`config.mk`:
```
export PLATFORM = sky130hd
export DESIGN_NAME = hswc_ctrl
export DESIGN_NICKNAME = d
export VERILOG_FILES = /design/src/core/hswc_pkg.sv /design/src/core/hswc_ctrl.sv /design/src/core/hswc_tick.sv
export SDC_FILE = /design/constraint.sdc
export NUM_CORES = 1
export LEC_CHECK = 0
export ABC_AREA = 1
export BUFFER_PORTS_ARGS = -buffer_cell sky130_fd_sc_hd__buf_2
export CAP_MARGIN = 20
export CORE_ASPECT_RATIO = 1.75
export CORE_MARGIN = 2
export CORE_UTILIZATION = 62
export CTS_BUF_LIST = sky130_fd_sc_hd__clkbuf_4 sky130_fd_sc_hd__clkbuf_8
export CTS_CLUSTER_SIZE = 8
export DETAILED_ROUTE_END_ITERATION = 12
export PLACE_DENSITY_LB_ADDON = 0.3
export SLEW_MARGIN = 15
export SYNTH_ARGS = -nofsm -noshare
export SYNTH_HDL_FRONTEND = slang
export SYNTH_HIERARCHICAL = 1
export SYNTH_SLANG_ARGS = --single-unit
export TNS_END_PERCENT = 1
```
`constraint.sdc`:
```
create_clock -name clk -period 2.25 [get_ports clk]
set_input_delay 0.225 -clock clk [delete_from_list [all_inputs] [get_ports clk]]
set_output_delay 0.225 -clock clk [all_outputs]
set_load 0.02 [all_outputs]
```
`src/core/hswc_pkg.sv`:
```
// Package: constants, states and carriers for the halt/stop wake control
package hswc_pkg;
  // ==========================================
  // Timing
  localparam int CLK_MHZ = 250;
  localparam int TICK_MS = 100;
  localparam int TICK_CYCLES_DFLT = TICK_MS * 1000 * CLK_MHZ;
  localparam int SETTLE_CYCLES_DFLT = 8192;
  // ==========================================
  // Operand bits, shared by halt and stop
  localparam int WAKE_BIT_IRQ = 3;
  localparam int WAKE_BIT_AUX = 2;
  localparam int WAKE_BIT_TICK = 1;
  localparam int WAKE_BIT_PORT = 0;
  localparam logic [3:0] OPND_NONE = 4'h0;
  localparam logic [3:0] WAKE_SRC_NONE = 4'h0;
  // ==========================================
  // Register port
  localparam logic [3:0] ADDR_CTRL = 4'h0;
  localparam logic [3:0] ADDR_STATUS = 4'h1;
  localparam logic [3:0] ADDR_SETTLE = 4'h2;
  localparam logic [7:0] SETTLE_RST = 8'h40;
  localparam int SETTLE_UNIT = 64;

  typedef enum logic [3:0] {
    HSWC_RUN = 4'b0001,
    HSWC_HALT = 4'b0010,
    HSWC_STOP = 4'b0100,
    HSWC_SETTLE = 4'b1000
  } hswc_mode_t;

  typedef struct packed {
    logic irq_request;
    logic aux_wake;
    logic tick_carry;
    logic port_high;
  } hswc_src_t;

  typedef struct packed {
    logic [3:0] addr;
    logic [7:0] wdata;
    logic wr;
    logic rd;
  } hswc_bus_t;
endpackage : hswc_pkg

```
`src/core/hswc_ctrl.sv`:
```
// Halt and clock-stop mode control with wake source selection
`timescale 1ns/1ns
// ==========================================
// Overview of operation
// Halt ends when any one selected wake source becomes true.
// Interrupt, timer carry and port input may be selected together for halt.
// Halt operand with only bit 3 selects wake on accepted interrupt.
// Carry flag, port value kept readable; interrupt wake branches to vector.
// Software tests every selected source after wake, highest priority first.
// Stop instruction stops the oscillator and enters clock-stop mode.
// In clock-stop mode CPU and peripherals get no clock.
// Power failure detector stays inactive throughout clock stop.
// Four-bit stop operand; each one bit enables its wake condition. Here bit 1 (timer carry) never wakes stop: its source is tied to 0.
// After stop wake, wait half the settling time, then resume.
// Interrupt stop wake on enable and request, regardless of global enable.
// Stop ends when any single enabled condition holds. Here an enabled timer carry (bit 1) never holds, so it never ends stop.
// All-zero stop operand wakes only by power-on or CE reset.
// Stop operand bits map like halt: irq, aux, timer carry, port.
module hswc_ctrl #(
  parameter int TICK_CYCLES = hswc_pkg::TICK_CYCLES_DFLT,
  parameter int SETTLE_CYCLES = hswc_pkg::SETTLE_CYCLES_DFLT
) (
  // Clock and reset (power-on or CE reset)
  input wire logic clk,
  input wire logic sys_rst,
  // Instruction decode side
  input wire logic halt_cmd,
  input wire logic stop_cmd,
  input wire logic [3:0] opnd,
  // Interrupt controller side
  input wire logic irq_accept,
  input wire logic source_irq_enable_bit,
  input wire logic source_irq_request_flag,
  input wire logic global_irq_on,
  input wire logic aux_wake_in,
  input wire logic [3:0] wake_port_input,
  // Register port
  input wire hswc_pkg::hswc_bus_t bus,
  output logic [7:0] rdata,
  // Core controls
  output logic cpu_run,
  output logic osc_enable,
  output logic periph_clk_en,
  output logic pfd_enable,
  output logic vector_branch,
  output logic tick_timer_carry_flag
);
  typedef struct packed {
    hswc_pkg::hswc_mode_t mode;
    logic [3:0] sel;
    logic [31:0] settle_cnt;
    logic [7:0] settle_cfg;
    logic carry;
    logic vec;
    logic [3:0] cause;
    logic [7:0] rdata;
  } hswc_state_t;

  hswc_state_t st;
  hswc_state_t next_st;
  logic tick_pulse;
  logic clocks_on;
  hswc_pkg::hswc_src_t halt_src;
  hswc_pkg::hswc_src_t stop_src;
  logic [31:0] settle_half;

  // ==========================================
  // Timer carry divider
  assign clocks_on = (st.mode == hswc_pkg::HSWC_RUN) || (st.mode == hswc_pkg::HSWC_HALT);

  hswc_tick #(
    .TICK_CYCLES(TICK_CYCLES)
  ) u_tick (
    .clk(clk),
    .sys_rst(sys_rst),
    .run_en(clocks_on),
    .tick_pulse(tick_pulse)
  );

  function automatic logic wake_hit(input logic [3:0] sel, input hswc_pkg::hswc_src_t src);
    wake_hit = |(sel & src);
  endfunction : wake_hit

  // ==========================================
  // Wake sources
  always_comb begin
    halt_src.irq_request = irq_accept;
    halt_src.aux_wake = aux_wake_in;
    halt_src.tick_carry = st.carry;
    halt_src.port_high = |wake_port_input;
    stop_src.irq_request = source_irq_enable_bit && source_irq_request_flag;
    stop_src.aux_wake = aux_wake_in;
    stop_src.tick_carry = 1'b0; // No clock for the timer while stopped
    stop_src.port_high = |wake_port_input;
  end

  // Half the settling time, at least one cycle
  assign settle_half = (st.settle_cfg == 8'h00) ? 32'(SETTLE_CYCLES / 2) :
    32'((int'(st.settle_cfg) * hswc_pkg::SETTLE_UNIT) / 2);

  // ==========================================
  // Mode sequencing
  always_comb begin
    next_st = st;
    next_st.vec = 1'b0;
    next_st.rdata = '0;
    if (tick_pulse) begin
      next_st.carry = 1'b1;
    end
    unique case (st.mode)
      hswc_pkg::HSWC_RUN: begin
        if (stop_cmd) begin
          next_st.mode = hswc_pkg::HSWC_STOP;
          next_st.sel = opnd;
        end else if (halt_cmd) begin
          next_st.mode = hswc_pkg::HSWC_HALT;
          next_st.sel = opnd;
        end
      end
      hswc_pkg::HSWC_HALT: begin
        if (wake_hit(st.sel, halt_src)) begin
          next_st.mode = hswc_pkg::HSWC_RUN;
          next_st.cause = st.sel & halt_src;
          next_st.vec = st.sel[hswc_pkg::WAKE_BIT_IRQ] && irq_accept;
        end
      end
      hswc_pkg::HSWC_STOP: begin
        // Zero operand never hits; only reset leaves
        if (st.sel != hswc_pkg::OPND_NONE && wake_hit(st.sel, stop_src)) begin
          next_st.mode = hswc_pkg::HSWC_SETTLE;
          next_st.cause = st.sel & stop_src;
          next_st.settle_cnt = (settle_half == 32'h0) ? 32'h1 : settle_half;
        end
      end
      hswc_pkg::HSWC_SETTLE: begin
        if (st.settle_cnt <= 32'h1) begin
          next_st.mode = hswc_pkg::HSWC_RUN;
          next_st.settle_cnt = '0;
        end else begin
          next_st.settle_cnt = st.settle_cnt - 32'h1;
        end
      end
      default: begin
        next_st.mode = hswc_pkg::HSWC_RUN;
      end
    endcase
    // Register port: carry cleared by reading status; a new carry wins
    if (bus.wr && bus.addr == hswc_pkg::ADDR_SETTLE) begin
      next_st.settle_cfg = bus.wdata;
    end
    if (bus.rd) begin
      unique case (bus.addr)
        hswc_pkg::ADDR_CTRL: next_st.rdata = {4'h0, st.sel};
        hswc_pkg::ADDR_STATUS: begin
          next_st.rdata = {st.cause, 3'h0, st.carry};
          next_st.carry = tick_pulse;
        end
        hswc_pkg::ADDR_SETTLE: next_st.rdata = st.settle_cfg;
        default: next_st.rdata = '0;
      endcase
    end
  end

  always_ff @(posedge clk) begin
    if (sys_rst) begin
      st.mode <= hswc_pkg::HSWC_RUN;
      st.sel <= hswc_pkg::OPND_NONE;
      st.settle_cnt <= '0;
      st.settle_cfg <= hswc_pkg::SETTLE_RST;
      st.carry <= 1'b0;
      st.vec <= 1'b0;
      st.cause <= hswc_pkg::WAKE_SRC_NONE;
      st.rdata <= '0;
    end else begin
      st <= next_st;
    end
  end

  // ==========================================
  // Outputs
  assign cpu_run = (st.mode == hswc_pkg::HSWC_RUN);
  assign osc_enable = (st.mode != hswc_pkg::HSWC_STOP);
  assign periph_clk_en = clocks_on;
  assign pfd_enable = (st.mode != hswc_pkg::HSWC_STOP);
  assign vector_branch = st.vec;
  assign tick_timer_carry_flag = st.carry;
  assign rdata = st.rdata;
endmodule : hswc_ctrl

```
`src/core/hswc_tick.sv`:
```
// Divider that makes the periodic timer carry enable pulse
`timescale 1ns/1ns
module hswc_tick #(
  parameter int TICK_CYCLES = hswc_pkg::TICK_CYCLES_DFLT
) (
  // Clock and reset
  input wire logic clk,
  input wire logic sys_rst,
  // Control
  input wire logic run_en,
  output logic tick_pulse
);
  typedef struct packed {
    logic [31:0] cnt;
    logic pulse;
  } hswc_tick_state_t;

  hswc_tick_state_t st;
  hswc_tick_state_t next_st;

  always_comb begin
    next_st = st;
    next_st.pulse = 1'b0;
    if (!run_en) begin
      next_st.cnt = '0;
    end else if (st.cnt == 32'(TICK_CYCLES - 1)) begin
      next_st.cnt = '0;
      next_st.pulse = 1'b1;
    end else begin
      next_st.cnt = st.cnt + 32'h1;
    end
  end

  always_ff @(posedge clk) begin
    if (sys_rst) begin
      st <= '0;
    end else begin
      st <= next_st;
    end
  end

  assign tick_pulse = st.pulse;
endmodule : hswc_tick

```
==> summary.md, run 1 <==
| Metric | Value |
|---|---|
| I/O Pins | `45` |
| Number of synthesized flops with an enable pin | `0` |
| Die Y | `~130 um` |
| P&R area growth vs syn | `6.85%` |
| CP required | `about 2600 ps` |
| Clock buffer count from CTS | `9` |
| Post-DR wirelength/cell | `between 10 and 15 um` |
| Detailed Routing Iterations Pass 1 | `6` |
| CP startpoint | `st[22]$_SDFFE_PP0P_` |
| CTS tree | `done` |
| Avg Cell Area, Syn | `6.47 um2` |
| Rel. slew slack | `0.517` |
| Final Critical Period | `~1900 ps` |
| Worst R2R Setup Slack | `roughly 370 ps` |
| Layout Cells excl Fill | `between 1000 and 1500` |
| Final antenna-violating net count | `0` |
| R2R Path Start | `st[22]$_SDFFE_PP0P_` |
| Top-count cell post-synth | `nand2_1` |
| Vias in the first global route | `about 5200` |
| Diodes inserted | `0` |
| H-tree lvl count | `3` |
| Worst path arrival time | `2180 ps` |
| Synth top area cells | `dfxtp_1 (35%), nand2_1 (16%), nor2_1 (11%)` |
| Drc violations | `0` |
| Die area | `a little under 10000 um2` |
| Fill cells | `around 820` |
| Final wirelength | `approximately 14000 um` |
| Worst R2R End | `st[49]$_SDFFE_PP0P_` |
| NumNets Final | `~920` |
| WHS Path Cells | `3` |
| Worst-path fanout max | `15` |
| Length in cells of the worst reg-to-reg path | `9` |
| Overflow after GRT | `0` |
| Share of the synthesized area in the top cell type | `0.346` |
| Fin. max-slew vios | `0` |
| Pwr/cell area | `roughly 610 nW/um2` |
| Later-pin clock latency in the skew report | `between 300 and 400 ps` |
| Post-DP HPWL | `about 11000 um` |
| PostCTS Resize Cnt | `0` |
| Hold endpoint | `st[20]$_SDFFE_PP1P_` |
| RSZ-0062 raised after global routing | `false` |
| DR vias | `5483` |
| Initial antenna violation count | `0` |
| Syn Inst Count | `850` |
| Gpl congestion | `1.01` |
| Max clock buf depth | `2` |
| Die X | `between 70 and 80 um` |
| Maxcap violations | `0` |
| Setup tns final | `0 ps` |
| Slew @ Worst Pin | `between 700 and 800 ps` |
| Initial Utilization | `0.634` |
| First-pass GRT wire length | `between 20000 and 25000 um` |
| CTS Sinks | `95` |
| Most used DFF post-synth | `dfxtp_1` |
| Layout Skew | `11.9 ps` |
| # port buffers | `43` |
| Final period util | `0.834` |
| VDD IR max | `between 0.4 and 0.5 mV` |
| Worst hold slack | `119 ps` |
| Post-CTS setup buffer count | `0` |
| Largest area contributor in the netlist | `dfxtp_1` |
| Hold buffers post-CTS | `0` |
| Nature of the critical path startpoint | `flop` |
| Pin count of the biggest net entering global routing | `33` |
| Setup CP Type | `flop to flop` |
| Highest clock rate | `between 0.5 and 0.6 GHz` |
| Syn_nets | `884` |
| Status | `complete, no violations` |
| Yosys reg bits | `95` |
| Final Util | `0.678` |
| Rows | `between 40 and 50` |
| Cell leakage power | `about 2.5 nW` |
| Final count of hold timing violations | `0` |
| Gr usage total | `0.307` |
| Share of cells above drive strength 1 | `0.139` |
| Netlist cell types | `37` |
| Yosys warns | `6` |
| Ys async rst share | `0` |
| # placed instances | `around 990` |
| CP endpoint kind | `flop` |
| Vias/cell | `5.46` |
| HP Class | `primary input to flop` |
| DR iter-0 viols | `about 420` |
| Reg clk slew, reported paths | `~100 ps` |
| CTS root buf | `clkbuf_8` |
| # setup viols final | `0` |
| Synth top cells by count | `nand2_1 (239), nor2_1 (155), dfxtp_1 (95)` |
| Core box area | `8670 um2` |
| Cell area after synthesis | `5500 um2` |
| Hold_sp | `bus[8]` |
| Seq/Total Area, Yosys | `0.346` |
-- worst max-delay path, stage by stage (launching register included) --
cell and delay, ps:
dfxtp_1 360, inv_1 80, ha_1 280, nand2_4 130, nor2_8 60, nand2_4 90
nand2_4 70, a21oi_4 440, nand3_1 150, a21oi_1 160
-- registers in the layout (all words and copies together), names as in the netlist --
name and flops:
u_tick/tick_pulse 1, st 52, u_tick/st 32, rdata 8
tick_timer_carry_flag 1, vector_branch 1
-- how the worst max path moves through the flow --
stage / depth (start not counted) / endpoint / slack [ps]
floorplan: 10 / u_tick/st[12]$_SDFF_PP0_ / 400
global placement: 9 / st[24]$_SDFFE_PP0P_ / 480
detailed placement: 9 / st[46]$_SDFFE_PP0P_ / 380
CTS: 9 / st[43]$_SDFFE_PP0P_ / 360
global route: 9 / st[51]$_SDFFE_PP0P_ / 170
finish: 9 / st[49]$_SDFFE_PP0P_ / 370
-- cells in the final DEF (no fill, tap or decap), drive strengths merged, types with 2 or more instances in the layout --
cell      Yosys  routed
nand4         9       9
o21bai        5       5
clkbuf        6       9
dfxtp        95      95
nand2       256     256
ha            3       3
nor3          7       7
a21oi        52      52
o21ai        32      32
inv          83      86
nand3b        6       6
xor2         15      15
nand3        62      62
clkinv        0       2
xnor2         6       6
or2           3       3
clkinvlp      0       2
buf          18      45
and2          2       2
nor2        186     186
-- metal layers --
metal / global-route usage / up-vias / share of wire
met5: 0 / - / 0
met4: 0.195 / 0 / 0.066
met3: 0.0720 / 68 / 0.052
met2: 0.571 / 170 / 0.54
met1: 0.282 / 2523 / 0.34
li1: - / 2722 / -
-- power by group --
group / internal [mW] / leakage, nW / switching [mW]
sequential: 1.73 / 0.768 / 0.0499
clock: 0.413 / 0.0879 / 0.645
combinational: 0.238 / 1.63 / 0.516
-- metrics by stage --
stage / power [mW] / worst slack [ps] / cell area [um2]
floorplan: 2.40 / 400 / 5500
global placement: 2.53 / 476 / 5700
detailed placement: 2.56 / 379 / 5700
CTS: 3.60 / 362 / 5880
global route: 3.75 / 165 / 5880
finish: 3.60 / 373 / 5880
-- layout make-up --
class                      count  area [um2]  area share
multi-input combinational    648        3100       0.528
sequential                    95        1900       0.324
inverter                      83         317      0.0539
timing repair buffer          45         230      0.0392
tap                          117         146      0.0249
clock buffer                   9         124      0.0211
clock inverter                 7        53.8     0.00916
-- cells by family (layout without fill, tap and decap cells) --
kind of cell               Yosys count  in the layout  synth area share
DFF                                 95             95             0.346
adders and majority gates            3              3           0.00683
and+or+nand+nor                    532            532             0.433
buffers and inverters              107            144            0.0899
xor gates and xnor gates            21             21            0.0334
AOI/OAI and AO/OA                   92             92            0.0906
Note: power is estimated with default switching activity, not from simulation.
==> run 2: changes to the inputs <==
Settings changed: CORE_UTILIZATION 62 to 56.
Clock period 2.25 ns to 1.55 ns, I/O delays scaled along.
==> run 2 against run 1 <==
  * Global-route usage shrank 3.3 points
  * Maximum frequency grew 22%
  * Clock skew grew 2.4 ps
  * Sequential cell count is the same
  * Combinational power grew 84%
  * Critical endpoint is now st[37]$_SDFFE_PP0P_
  * Via count grew 0.22%
  * Critical path type unchanged
==> summary.md, run 2 (synthesized netlist as in run 1, its figures left out) <==
| Metric | Value |
|---|---|
| Met1 Use GR | `0.265 (-0.0171)` |
| Met2 GRT Util | `0.532 (-0.0389)` |
| CTS root buf | `clkbuf_8` |
| Gr usage total | `0.273 (-0.0332)` |
| Top flop regs | `st (52), u_tick/st (32), rdata (8)` |
| CTS Sinks | `95 (unchanged)` |
| Final period util | `0.992 (+0.158)` |
| Setup CP Type | `flop to flop` |
| Worst path arrival time | `1860 ps (-320 ps)` |
| Rows | `47 (+4.4%)` |
| Fill cells | `861 (+4.7%)` |
| Rel. slew slack | `0.676 (+0.159)` |
| First-pass GRT wire length | `22700 um (+0.24%)` |
| Busiest layer in global routing | `met2` |
| NumNets Final | `983 (+7.3%)` |
| Pin count of the biggest net entering global routing | `21 (-36%)` |
| Largest Register | `st` |
| DR iter-0 viols | `287 (-31%)` |
| CP endpoint kind | `flop` |
| Vias in the first global route | `5208 (-0.44%)` |
| Highest clock rate | `0.650 GHz (+22%)` |
| Post-layout instance area | `6620 um2 (+13%)` |
| RSZ-0062 raised after global routing | `true` |
| Initial antenna violation count | `0 (unchanged)` |
| Commonest cells after routing, fill and taps aside | `nand2_1 (235), nor2_1 (137), dfxtp_1 (87)` |
| Reg clk slew, reported paths | `100 ps (about the same)` |
| Largest register FFs | `52 (unchanged)` |
| P&R area growth vs syn | `20.4%` |
| Pwr/cell area | `863 nW/um2 (+41%)` |
| Detailed Routing Iterations Pass 1 | `5 (-1)` |
| Share of cells above drive strength 1 | `0.242 (+0.104)` |
| Diodes inserted | `0 (unchanged)` |
| Cell leakage power | `2.86 nW (+15%)` |
| Die area | `10700 um2 (+10%)` |
| Slew @ Worst Pin | `483 ps (-241 ps)` |
| CTS tree | `done` |
| Worst hold slack | `30.5 ps (-88.1 ps)` |
| Fin. max-slew vios | `0 (unchanged)` |
| Gpl congestion | `0.965 (-4.3%)` |
| Hold buffers post-CTS | `0 (unchanged)` |
| Post-DR wirelength/cell | `13.4 um (-5.1%)` |
| Die Y | `135 um (+5.1%)` |
| Area after DPL | `6240 um2 (+9.6%)` |
| Clock buffer count from CTS | `9 (unchanged)` |
| Met3 Resource Use GR | `0.0381 (-0.0339)` |
| Layout Cells excl Fill | `1075 (+7.1%)` |
| HP Class | `primary input to flop` |
| Final wirelength | `14400 um (+1.6%)` |
| Overflow after GRT | `0 (unchanged)` |
| # placed instances | `1058 (+7.1%)` |
| DR vias | `5495 (+0.22%)` |
| Max clock buf depth | `2 (unchanged)` |
| Drc violations | `0 (unchanged)` |
| Nature of the critical path startpoint | `flop` |
| Vias/cell | `5.11 (-6.4%)` |
| Final antenna-violating net count | `0 (unchanged)` |
| Commonest non-fill, non-tap cell in the layout | `nand2_1` |
| I/O Pins | `45 (unchanged)` |
| Status | `complete, no violations` |
| Maxcap violations | `0 (unchanged)` |
| # setup viols final | `0 (unchanged)` |
| VDD IR max | `0.671 mV (+36%)` |
| Final Util | `0.695 (+0.0171)` |
| Core box area | `9530 um2 (+9.9%)` |
| Die X | `78.9 um (+4.9%)` |
| Initial Utilization | `0.577 (-0.0570)` |
| Post-DP HPWL | `11100 um (+2.2%)` |
| CP required | `1870 ps (-690 ps)` |
| Final Critical Period | `1540 ps (-339 ps)` |
| Layout Skew | `14.4 ps (+2.42 ps)` |
| Later-pin clock latency in the skew report | `380 ps (about the same)` |
| Final count of hold timing violations | `0 (unchanged)` |
| Worst-path fanout max | `7 (-8)` |
| H-tree lvl count | `3 (unchanged)` |
| # port buffers | `43 (unchanged)` |
## run 2: power breakdown
part | switching, mW | internal [mW]
combinational | 0.832 | 0.556
clock | 0.939 | 0.796
sequential | 0.0718 | 2.52
total | 1.84 | 3.87
## run 2: cell type report
cell class / count / area [um2] / share of cell area
inverter: 83 / 317 / 0.0478
sequential: 95 / 1910 / 0.289
tap: 122 / 153 / 0.0231
clock buffer: 10 / 138 / 0.0208
multi-input combinational: 648 / 3260 / 0.492
clock inverter: 5 / 63.8 / 0.00964
timing repair buffer: 112 / 778 / 0.118
## run 2: path summary, 6_finish.rpt
path | startpoint | to | slack (ps) | depth (start not counted)
max | st[23]$_SDFFE_PP0P_ | st[37]$_SDFFE_PP0P_ | 10 | 10
min | bus[8] | st[20]$_SDFFE_PP1P_ | 30 | 3
max reg2reg | st[23]$_SDFFE_PP0P_ | st[37]$_SDFFE_PP0P_ | 10 | 10
min reg2reg | u_tick/tick_pulse$_SDFF_PP0_ | tick_timer_carry_flag$_SDFF_PP0_ | 460 | 2
## run 2: repair_timing
item | CTS | global route
buffers inserted | 0 | 2
pin swaps | 1 | 15
resized for setup | 7 | 44
setup endpoints to repair | 22 | 69
## run 2: metal layers
layer | part of all wire | vias to the layer above
li1 | - | 2854
met1 | 0.37 | 2461
met2 | 0.55 | 128
met3 | 0.030 | 52
met4 | 0.051 | 0
met5 | 0 | -
## run 2: critical path: stages (launching register included)
cell and delay, ps:
dfxtp_2 350, inv_2 60, ha_4 160, nand2_4 80, nor2_8 40, nand2_4 80
nand2_4 70, a21oi_4 230, buf_6 190, nand3_2 70, a21oi_2 150
## run 2: metrics by stage
step	power [mW]	setup TNS (ps)	setup slack, ps
5_1_grt	5.97	-1460	-100
6_report	5.71	0	12.3
4_1_cts	5.66	-14.3	-6.76
3_5_place_dp	3.95	-400	-73.5
2_1_floorplan	3.50	0	6.38
3_3_place_gp	3.94	-82.2	-16.6
